==> src/pad_pkg.sv <==
package pad_pkg;

  // APB geometry
  localparam int unsigned APB_AW = 12;
  localparam int unsigned APB_DW = 32;

  // Register byte addresses
  localparam logic [APB_AW-1:0] CTRL_ADDR   = 12'h000;
  localparam logic [APB_AW-1:0] STATUS_ADDR = 12'h004;

  // Control register layout
  localparam int unsigned CTRL_W      = 10;
  localparam int unsigned F_DUAL_RX   = 0;  // Dual-edge receive
  localparam int unsigned F_DUAL_TX   = 1;  // Dual-edge transmit
  localparam int unsigned F_RESYNC    = 2;  // Realign both bits to rising edge
  localparam int unsigned F_RX_REG    = 3;  // Register the receive path
  localparam int unsigned F_TX_REG    = 4;  // Register the transmit path
  localparam int unsigned F_OE_REG    = 5;  // Register the drive enable
  localparam int unsigned F_TX_INV    = 6;  // Invert transmit data
  localparam int unsigned F_RX_FALL   = 7;  // Receive register on falling edge
  localparam int unsigned F_TX_FALL   = 8;  // Transmit register on falling edge
  localparam int unsigned F_OE_FALL   = 9;  // Drive-enable register on falling edge
  localparam logic [CTRL_W-1:0] CTRL_RST = 10'h000;

  // Status register layout
  localparam int unsigned S_PAD_IN    = 0;
  localparam int unsigned S_RX_LSB    = 1;
  localparam int unsigned S_RX_MSB    = 2;
  localparam int unsigned S_NO_DUAL   = 3;
  localparam int unsigned S_OE        = 4;
  localparam int unsigned S_PAD_OUT   = 5;

  localparam logic [APB_DW-1:0] RDATA_RST = 32'h0000_0000;

endpackage : pad_pkg

==> src/edge_sense.sv <==
`timescale 1ns/1ps
`default_nettype none
module edge_sense
(
  input  wire logic ref_clk_i,
  input  wire logic rst_i,
  input  wire logic level_i,
  output logic      rise_o,
  output logic      fall_o
);

  logic prev_ff;
  logic nxt_prev;

  // Previous level of the core clock input
  always_comb
  begin
    nxt_prev = level_i;
  end

  always_ff @(posedge ref_clk_i or posedge rst_i)
  begin
    if (rst_i)
      prev_ff <= 1'b0;
    else
      prev_ff <= nxt_prev;
  end

  // One-cycle edge pulses
  assign rise_o = level_i & ~prev_ff;
  assign fall_o = ~level_i & prev_ff;

endmodule : edge_sense
`default_nettype wire

==> src/dual_edge_pad_io_logic.sv <==
// Notes on behaviour
// - Single-rate mode: pad value reaches the core on receive bit 0.
// - Dual-edge receive: rising sample on bit 0, falling sample on bit 1.
// - Dual-edge transmit: bit 0 driven at rising edge, bit 1 at falling edge.
// - Bypass path carries the pad value unregistered to clock and reference nets.
// - Core drive enable controls the pad driver, optionally registered.
// - Transmit and drive-enable registers run on the transmit register clock.
// - Receive registers run on the separate receive register clock.
// - Dual-edge mode samples both edges, two bits per clock cycle.
// - Without resync each bit is exchanged at its own sampling or launch edge.
// - Resync exchanges both dual-edge bits on the rising edge only.
// - Resync delays the falling receive sample half a period to the next rise.
// - Pads on differential resources used single-ended get no dual-edge mode.
// - Every single-rate register can trigger on rising or falling edge of its clock; dual-edge bits keep fixed edges.
// - Transmit register may invert the data driven onto the pad.
`timescale 1ns/1ps
`default_nettype none
module dual_edge_pad_io_logic
  import pad_pkg::*;
#(
  parameter bit DIFF_SINGLE_ENDED = 1'b0
)
(
  input  wire logic              ref_clk_i,
  input  wire logic              rst_i,
  // APB slave
  input  wire logic [APB_AW-1:0] paddr_i,
  input  wire logic              psel_i,
  input  wire logic              penable_i,
  input  wire logic              pwrite_i,
  input  wire logic [APB_DW-1:0] pwdata_i,
  output logic      [APB_DW-1:0] prdata_o,
  output logic                   pready_o,
  output logic                   pslverr_o,
  // Core side
  input  wire logic              tx_reg_clock_i,
  input  wire logic              rx_reg_clock_i,
  input  wire logic [1:0]        tx_data_i,
  input  wire logic              drive_en_i,
  output logic      [1:0]        rx_data_o,
  output logic                   bypass_path_o,
  // Pad
  input  wire logic              pad_in_i,
  output logic                   pad_out_o,
  output logic                   pad_oe_n_o
);

  // Pick the edge pulse chosen by a trigger-select bit
  function automatic logic pick_edge(input logic rise, input logic fall, input logic use_fall);
    pick_edge = use_fall ? fall : rise;
  endfunction : pick_edge

  logic [CTRL_W-1:0] ctrl_ff;
  logic [CTRL_W-1:0] nxt_ctrl;
  logic [APB_DW-1:0] prdata_ff;
  logic [APB_DW-1:0] nxt_prdata;
  logic [1:0]        rx_ff;
  logic [1:0]        nxt_rx;
  logic              fall_hold_ff;
  logic              nxt_fall_hold;
  logic              pad_ff;
  logic              nxt_pad;
  logic              tx_late_ff;
  logic              nxt_tx_late;
  logic              oe_ff;
  logic              nxt_oe;
  logic              rx_rise;
  logic              rx_fall;
  logic              tx_rise;
  logic              tx_fall;
  logic              dual_rx;
  logic              dual_tx;
  logic              resync;
  logic              tx_inv;
  logic              addr_ctrl;
  logic              addr_status;
  logic              access;
  logic [APB_DW-1:0] read_mux;

  // Edge pulses of the two core register clocks
  edge_sense u_tx_edges
  (
    .ref_clk_i (ref_clk_i),
    .rst_i     (rst_i),
    .level_i   (tx_reg_clock_i),
    .rise_o    (tx_rise),
    .fall_o    (tx_fall)
  );

  edge_sense u_rx_edges
  (
    .ref_clk_i (ref_clk_i),
    .rst_i     (rst_i),
    .level_i   (rx_reg_clock_i),
    .rise_o    (rx_rise),
    .fall_o    (rx_fall)
  );

  // Mode decode; dual-edge barred on differential pads
  assign dual_rx = ctrl_ff[F_DUAL_RX] & ~DIFF_SINGLE_ENDED;
  assign dual_tx = ctrl_ff[F_DUAL_TX] & ~DIFF_SINGLE_ENDED;
  assign resync  = ctrl_ff[F_RESYNC];
  assign tx_inv  = ctrl_ff[F_TX_INV];

  // APB decode
  assign addr_ctrl   = (paddr_i == CTRL_ADDR);
  assign addr_status = (paddr_i == STATUS_ADDR);
  assign access      = psel_i & penable_i;

  always_comb
  begin
    read_mux = RDATA_RST;
    if (addr_ctrl)
      read_mux[CTRL_W-1:0] = ctrl_ff;
    else if (addr_status)
    begin
      read_mux[S_PAD_IN]           = pad_in_i;
      read_mux[S_RX_MSB:S_RX_LSB]  = rx_ff;
      read_mux[S_NO_DUAL]          = DIFF_SINGLE_ENDED;
      read_mux[S_OE]               = oe_ff;
      read_mux[S_PAD_OUT]          = pad_ff;
    end
  end

  // Register writes in the access cycle, read capture in the setup cycle
  always_comb
  begin
    nxt_ctrl   = ctrl_ff;
    nxt_prdata = prdata_ff;
    if (psel_i && !penable_i)
      nxt_prdata = read_mux;
    if (access && pwrite_i && addr_ctrl)
      nxt_ctrl = pwdata_i[CTRL_W-1:0];
  end

  always_ff @(posedge ref_clk_i or posedge rst_i)
  begin
    if (rst_i)
    begin
      ctrl_ff   <= CTRL_RST;
      prdata_ff <= RDATA_RST;
    end
    else
    begin
      ctrl_ff   <= nxt_ctrl;
      prdata_ff <= nxt_prdata;
    end
  end

  assign prdata_o  = prdata_ff;
  assign pready_o  = access;
  assign pslverr_o = access & ~addr_ctrl & ~addr_status;

  // Receive path on receive clock edges
  always_comb
  begin
    nxt_rx        = rx_ff;
    nxt_fall_hold = fall_hold_ff;
    if (dual_rx)
    begin
      if (resync)
      begin
        if (rx_fall)
          nxt_fall_hold = pad_in_i;
        if (rx_rise)
          nxt_rx = {fall_hold_ff, pad_in_i};
      end
      else
      begin
        if (rx_rise)
          nxt_rx[0] = pad_in_i;
        if (rx_fall)
          nxt_rx[1] = pad_in_i;
      end
    end
    else
    begin
      nxt_rx[1] = 1'b0;
      if (!ctrl_ff[F_RX_REG] || pick_edge(rx_rise, rx_fall, ctrl_ff[F_RX_FALL]))
        nxt_rx[0] = pad_in_i;
    end
  end

  always_ff @(posedge ref_clk_i or posedge rst_i)
  begin
    if (rst_i)
    begin
      rx_ff        <= 2'h0;
      fall_hold_ff <= 1'b0;
    end
    else
    begin
      rx_ff        <= nxt_rx;
      fall_hold_ff <= nxt_fall_hold;
    end
  end

  assign rx_data_o = rx_ff;

  // Transmit and drive-enable path on transmit clock edges
  always_comb
  begin
    nxt_pad     = pad_ff;
    nxt_tx_late = tx_late_ff;
    nxt_oe      = oe_ff;
    if (dual_tx)
    begin
      if (tx_rise)
      begin
        nxt_pad     = tx_data_i[0] ^ tx_inv;
        nxt_tx_late = tx_data_i[1];
      end
      if (tx_fall)
        nxt_pad = (resync ? tx_late_ff : tx_data_i[1]) ^ tx_inv;
    end
    else if (!ctrl_ff[F_TX_REG] || pick_edge(tx_rise, tx_fall, ctrl_ff[F_TX_FALL]))
      nxt_pad = tx_data_i[0] ^ tx_inv;
    if (!ctrl_ff[F_OE_REG] || pick_edge(tx_rise, tx_fall, ctrl_ff[F_OE_FALL]))
      nxt_oe = drive_en_i;
  end

  always_ff @(posedge ref_clk_i or posedge rst_i)
  begin
    if (rst_i)
    begin
      pad_ff     <= 1'b0;
      tx_late_ff <= 1'b0;
      oe_ff      <= 1'b0;
    end
    else
    begin
      pad_ff     <= nxt_pad;
      tx_late_ff <= nxt_tx_late;
      oe_ff      <= nxt_oe;
    end
  end

  // Pad driver and bypass
  assign pad_out_o     = pad_ff;
  assign pad_oe_n_o    = ~oe_ff;
  assign bypass_path_o = pad_in_i;
endmodule : dual_edge_pad_io_logic
`default_nettype wire

==> config.mk <==
export PLATFORM = sky130hd
export DESIGN_NAME = dual_edge_pad_io_logic
export DESIGN_NICKNAME = d
export VERILOG_FILES = /design/src/pad_pkg.sv /design/src/edge_sense.sv /design/src/dual_edge_pad_io_logic.sv
export SDC_FILE = /design/constraint.sdc
export NUM_CORES = 1
export LEC_CHECK = 0
export BUFFER_PORTS_ARGS = -buffer_cell sky130_fd_sc_hd__buf_4
export CAP_MARGIN = 25
export CORE_ASPECT_RATIO = 1.5
export CORE_UTILIZATION = 35
export CTS_BUF_LIST = sky130_fd_sc_hd__clkbuf_8 sky130_fd_sc_hd__clkbuf_16
export CTS_CLUSTER_DIAMETER = 40
export CTS_CLUSTER_SIZE = 40
export DETAILED_ROUTE_END_ITERATION = 6
export PLACE_DENSITY = 0.7
export RECOVER_POWER = 100
export SLEW_MARGIN = 20
export SYNTH_ARGS = -nofsm -noshare
export SYNTH_HDL_FRONTEND = slang
export SYNTH_SLANG_ARGS = --single-unit
==> constraint.sdc <==
create_clock -name ref_clk_i -period 3.4 [get_ports ref_clk_i]
set_input_delay 0.34 -clock ref_clk_i [delete_from_list [all_inputs] [get_ports ref_clk_i]]
set_output_delay 0.34 -clock ref_clk_i [all_outputs]
set_load 0.02 [all_outputs]
==> out/qor.yml, run 1 <==
clkSinkCount: 28
clock.fmax_mhz: 485.6
clockBufferDepth: 2
diodes: 0
slew_violations: 0
ant_nets: 0
instances_no_fill: 229
cts_tree: "yes"
arrival_ps: 2210
synth_top_family_by_area: "multiplexers"
hold_slack_ps: 20.75
synth_warnings: 0
critical_path_class: "input port to flop"
slew_headroom_pct: 32.32
drc: 0
clk_pin_slew_ps: 100
wire_per_inst_um: 12.54
rows: 29
p_leak_uw: 0.0008967
finalCriticalPeriod_ps: 2059
die_w_um: 55.90
vdd_drop_max_v: 0.0003247
grt_max_degree: 20
worst_setup_path_start_kind: "input port"
die_y_um: 82.85
avgSynthCellArea_um2: 11.38
finalSetupTns_ps: 0
fin_util_pct: 42.54
io_pins: 94
setup_viol: 0
tightest_slew_ps: 1015
end_kind: "flop"
cts.htree.levels: 1
cts_buffers: 3
cts_hold_buffers: 0
via_per_inst: 4.729
synth_area_mm2: 0.001525
cts-resized-gates: 0
synth_simple_gate_area_share_pct: 14.27
cap_violations: 0
grt_setup_unrepaired: "no"
ys_seq_area_share_pct: 45.94
p_per_area_mw_per_mm2: 381.3
die_area_mm2: 0.004631
start_util_pct: 36.24
outcome: "finished clean"
grt_pass1_vias: 1018
final_cell_area_mm2: 0.001790
wl_um: 2871
core_mm2: 0.004209
final_layout_size_suffix_gt1_share_pct: 21.86
grt_usage_pct: 13.07
drtPass1Iterations: 4
syn_to_final_growth_pct: 17.39
synth.distinct_cells: 33
hold_violations: 0
mostFrequentLayoutCells: "dfrtp_1, buf_4, conb_1, clkbuf_1, nand2_1"
synth-adder-area-share_pct: 0
drt-initial-drc-count: 23
antenna_found_initial: 0
hold_class: "input port to async pin"
vias: 1083
root_buffer: "clkbuf_8"
place_congestion: 0.7700
post_cts_buffers: 0
cp.required_ps: 3560
nNetsFinal: 239
ys_ff_latch: 28
clock_latency_ps: 270
overflow: 0
synth_compound_area_share_pct: 8.450
skew_ps: 8.726
synth-xor-area-share_pct: 0.5742
portBuffers: 49
dp.cells: 225
dp.final_hpwl_um: 2293
dpl-instance-area_mm2: 0.001866
finalCritPeriodShare_pct: 60.56
grt_pass1_wl_um: 4719
crit_fanout: 10
synth_mux_area_share_pct: 17.47
syn_inst: 134
[critical path: stages]
cell	delay, ps
clkbuf_4	100
or4_1	550
nor3_1	260
and4b_1	580
mux2_1	380
[metal layers]
layer  part of all wire (%)  vias up  GRT usage (%)
met4                    1.2        0          5.987
li1                       -      523              -
met5                      0        -              0
met1                     41      514          15.31
met2                     54       44          23.66
met3                    4.5        2          1.246
[sequential cells by signal, summed over array words and instances (netlist names)]
signal and flops:
ctrl_ff 10, prdata_o 10, rx_data_o 2, fall_hold_ff 1
oe_ff 1, pad_out_o 1, tx_late_ff 1, u_rx_edges.prev_ff 1
u_tx_edges.prev_ff 1
[where the power goes]
group          leakage (uW)  internal, uW  switching, uW
Clock             0.0000357           158            103
Combinational      0.000481          33.2           50.2
Sequential         0.000380           336           2.91
Total              0.000897           527            156
[cell type report]
class                   instances  area (um^2)
clock buffers                   3        41.29
inverters                       2        7.507
clock inverters                 1        30.03
multi-input cells              99        653.1
flip-flops and latches         28        700.7
repair buffers                 50        300.3
well taps                      46        57.56
fillers                       449         2419
[per-stage QoR]
stage                     setup WS [ps]  power [uW]
after floorplan                    1530       414.1
after global placement             1006       434.3
after detailed placement          992.5       439.2
after CTS                          1287       699.0
after global routing               1184       710.2
final                              1341       682.7
[kinds of logic after synthesis]
family / Yosys count
compound gates: 19
xor+xnor: 1
buf+inv: 28
flops: 28
mux: 21
other cells: 1
simple gates: 36
[cells in the mapped netlist]
| master | number | area share, % |
|---|---|---|
| nand3b_1 | 4 | 2.0 |
| conb_1 | 1 | 0.25 |
| o21ai_0 | 3 | 0.98 |
| nor3_2 | 1 | 0.66 |
| clkbuf_1 | 2 | 0.49 |
| nor2_1 | 3 | 0.74 |
| a21oi_1 | 2 | 0.66 |
| nor2b_1 | 2 | 0.82 |
| or4_1 | 1 | 0.49 |
| and4b_1 | 1 | 0.66 |
| buf_4 | 23 | 11 |
| mux2_4 | 10 | 9.8 |
| mux2i_1 | 6 | 3.9 |
| nand2_1 | 12 | 3.0 |
| or4_4 | 2 | 1.5 |
| or3_1 | 1 | 0.41 |
| o22ai_1 | 1 | 0.41 |
| and2b_1 | 1 | 0.49 |
| a21boi_0 | 1 | 0.49 |
| nand2b_1 | 4 | 1.6 |
| dfrtp_1 | 28 | 46 |
| o221ai_1 | 2 | 1.1 |
| a2bb2oi_1 | 1 | 0.57 |
| mux2_2 | 5 | 3.7 |
| xnor2_1 | 1 | 0.57 |
| buf_6 | 1 | 0.74 |
| a22o_1 | 5 | 2.9 |
| and3_1 | 1 | 0.41 |
| inv_1 | 2 | 0.49 |
| o21ai_1 | 4 | 1.3 |
| nand3_1 | 1 | 0.33 |
| and2_1 | 1 | 0.41 |
| nor3b_2 | 1 | 0.82 |
[worst paths after layout]
| check | startpoint | end | slack [ps] | depth (start not counted) |
|---|---|---|---|---|
| max in group asynchronous | rst_i | ctrl_ff[9] | 2130 | 3 |
| setup reg to reg | ctrl_ff[2] | pad_out_o | 1960 | 4 |
| setup / recovery | paddr_i[6] | ctrl_ff[8] | 1340 | 5 |
| hold / removal | rst_i | ctrl_ff[3] | 20 | 2 |
| hold reg to reg | prdata_o[4] | prdata_o[4] | 480 | 2 |
| min in group ref_clk_i | rx_reg_clock_i | u_rx_edges.prev_ff | 200 | 1 |
Power figures use the tool's default switching activity.
==> run 2, diff against run 1 <==
clock period = 2 ns   (was 3.4 ns; I/O delays follow)
==> run 2 against run 1 <==
Compared with the run above: power grew 56%; sequential cell count is the same; routed wire length shrank 0.38%; cell area grew 1.7%; global-route usage shrank 0.87 points; core utilization grew 0.71 points; worst setup slack lost 1100 ps; critical path type unchanged; critical endpoint unchanged.
==> out/qor.yml, run 2 (same netlist as run 1, synthesis figures left out) <==
syn_to_final_growth_pct: 19.36
die_y_um: 82.85
multi_input_area_um2: 656.9
drc: 0
overflow: 0
ant_nets: 0
cts_tree: "yes"
finalSetupTns_ps: 0
finalCriticalPeriod_ps: 1746
worst_setup_path_start_kind: "input port"
p_total_uw: 1068
pwr-share-comb_pct: 13.6
place_congestion: 0.8007
seqCellArea_um2: 700.7
start_util_pct: 36.24
fill_cells: 447
cts_buffers: 3
final_common_cell: "buf_4"
crit_fanout: 10
grt_pass1_wl_um: 4540
p_clk_share_pct: 32.4
skew_ps: 5.825
clk_pin_slew_ps: 100
arrival_ps: 1900
end_kind: "flop"
power_frac_seq_pct: 54.0
setup_viol: 0
worstHoldStart: "rx_reg_clock_i"
wl_um: 2860
p_per_area_mw_per_mm2: 586.5
grt_pass1_vias: 1029
vias: 1102
finalCritPeriodShare_pct: 87.31
grt_max_degree: 29
slew_headroom_pct: 54.58
die_area_mm2: 0.004631
p_sw_share_pct: 24.47
core_mm2: 0.004209
clock_latency_ps: 270
critical_path_class: "input port to flop"
drtPass1Iterations: 4
dp.final_hpwl_um: 2263
internal_power_uw: 806.4
nNetsFinal: 243
clockBufferDepth: 2
clkSinkCount: 28
grt_usage_pct: 12.20
hold_class: "input port to flop"
worstReg2RegStart: "ctrl_ff[2]"
antenna_found_initial: 0
final_layout_size_suffix_gt1_share_pct: 23.53
outcome: "finished clean"
wire_per_inst_um: 12.27
place_ws_ps: 41.74
io_pins: 94
hold_violations: 0
cap_violations: 0
rows: 29
portBuffers: 49
drt-initial-drc-count: 16
clock.fmax_mhz: 572.6
post_cts_buffers: 0
root_buffer: "clkbuf_8"
die_w_um: 55.90
cp.required_ps: 2160
switching_power_uw: 261.3
worstSetupStartpoint: "paddr_i[6]"
cts.htree.levels: 1
diodes: 0
grt_setup_unrepaired: "no"
slew_violations: 0
mostFrequentLayoutCells: "buf_4, dfrtp_1, conb_1, clkbuf_1, nand2_1"
vdd_drop_max_v: 0.0003468
via_per_inst: 4.730
layout_setup_ws_ps: 253.7
tightest_slew_ps: 681.3
p_leak_uw: 0.0009103
run 2: final cells by class:
cell class / instances / area share (%)
flip-flops and latches: 28 / 38.49
clock buffers: 4 / 3.024
repair buffers: 54 / 18.83
well taps: 46 / 3.162
inverters: 2 / 0.4124
multi-input cells: 99 / 36.08
run 2: repair_timing:
action | 4_1_cts | 5_1_grt
endpoints found under the setup margin | 0 | 0
endpoints found under the hold margin | 15 | 0
hold buffers | 1 | 0
resized for setup | 0 | 0
run 2: path summary, 6_finish.rpt:
| path | endpoint | slack (ps) | depth (start not counted) |
|---|---|---|---|
| max | ctrl_ff[8] | 250 | 6 |
| min | u_rx_edges.prev_ff | 70 | 1 |
| max reg2reg | pad_out_o | 590 | 4 |
| min reg2reg | prdata_o[4] | 490 | 2 |
| max in group asynchronous | prdata_o[0] | 900 | 4 |
| min in group asynchronous | ctrl_ff[3] | 660 | 4 |
run 2: critical path, stage by stage:
cell	delay [ps]
clkbuf_4	100
or4_1	550
nor3_1	290
and4b_1	290
buf_12	150
mux2_1	320
run 2: routing by layer:
| layer | up-vias | global-route usage [%] | routed length [um] |
|---|---|---|---|
| met5 | - | 0 | 0 |
| met4 | 0 | 3.991 | 29 |
| met3 | 2 | 1.090 | 127 |
| met2 | 43 | 23.22 | 1520 |
| met1 | 527 | 14.01 | 1182 |
| li1 | 530 | - | - |
run 2: power groups by stage:
stage	Clock, uW	Sequential (uW)	Combinational, uW
after floorplan	0	588	116
after global placement	0	587	154
final	346	576	145
after global routing	376	577	160
after detailed placement	0	587	156
after CTS	354	576	158
run 2: metrics by stage:
step | area, um^2 | cells | util, % | hold WS [ps]
global route | 1821 | 233 | 43.25 | 63.19
detailed placement | 1881 | 228 | 44.68 | 294.4
floorplan | 1604 | 155 | - | 231.4
finish | 1821 | 233 | 43.25 | 66.74
CTS | 1946 | 233 | 46.22 | 43.69
global placement | 1881 | 228 | 44.68 | 296.7
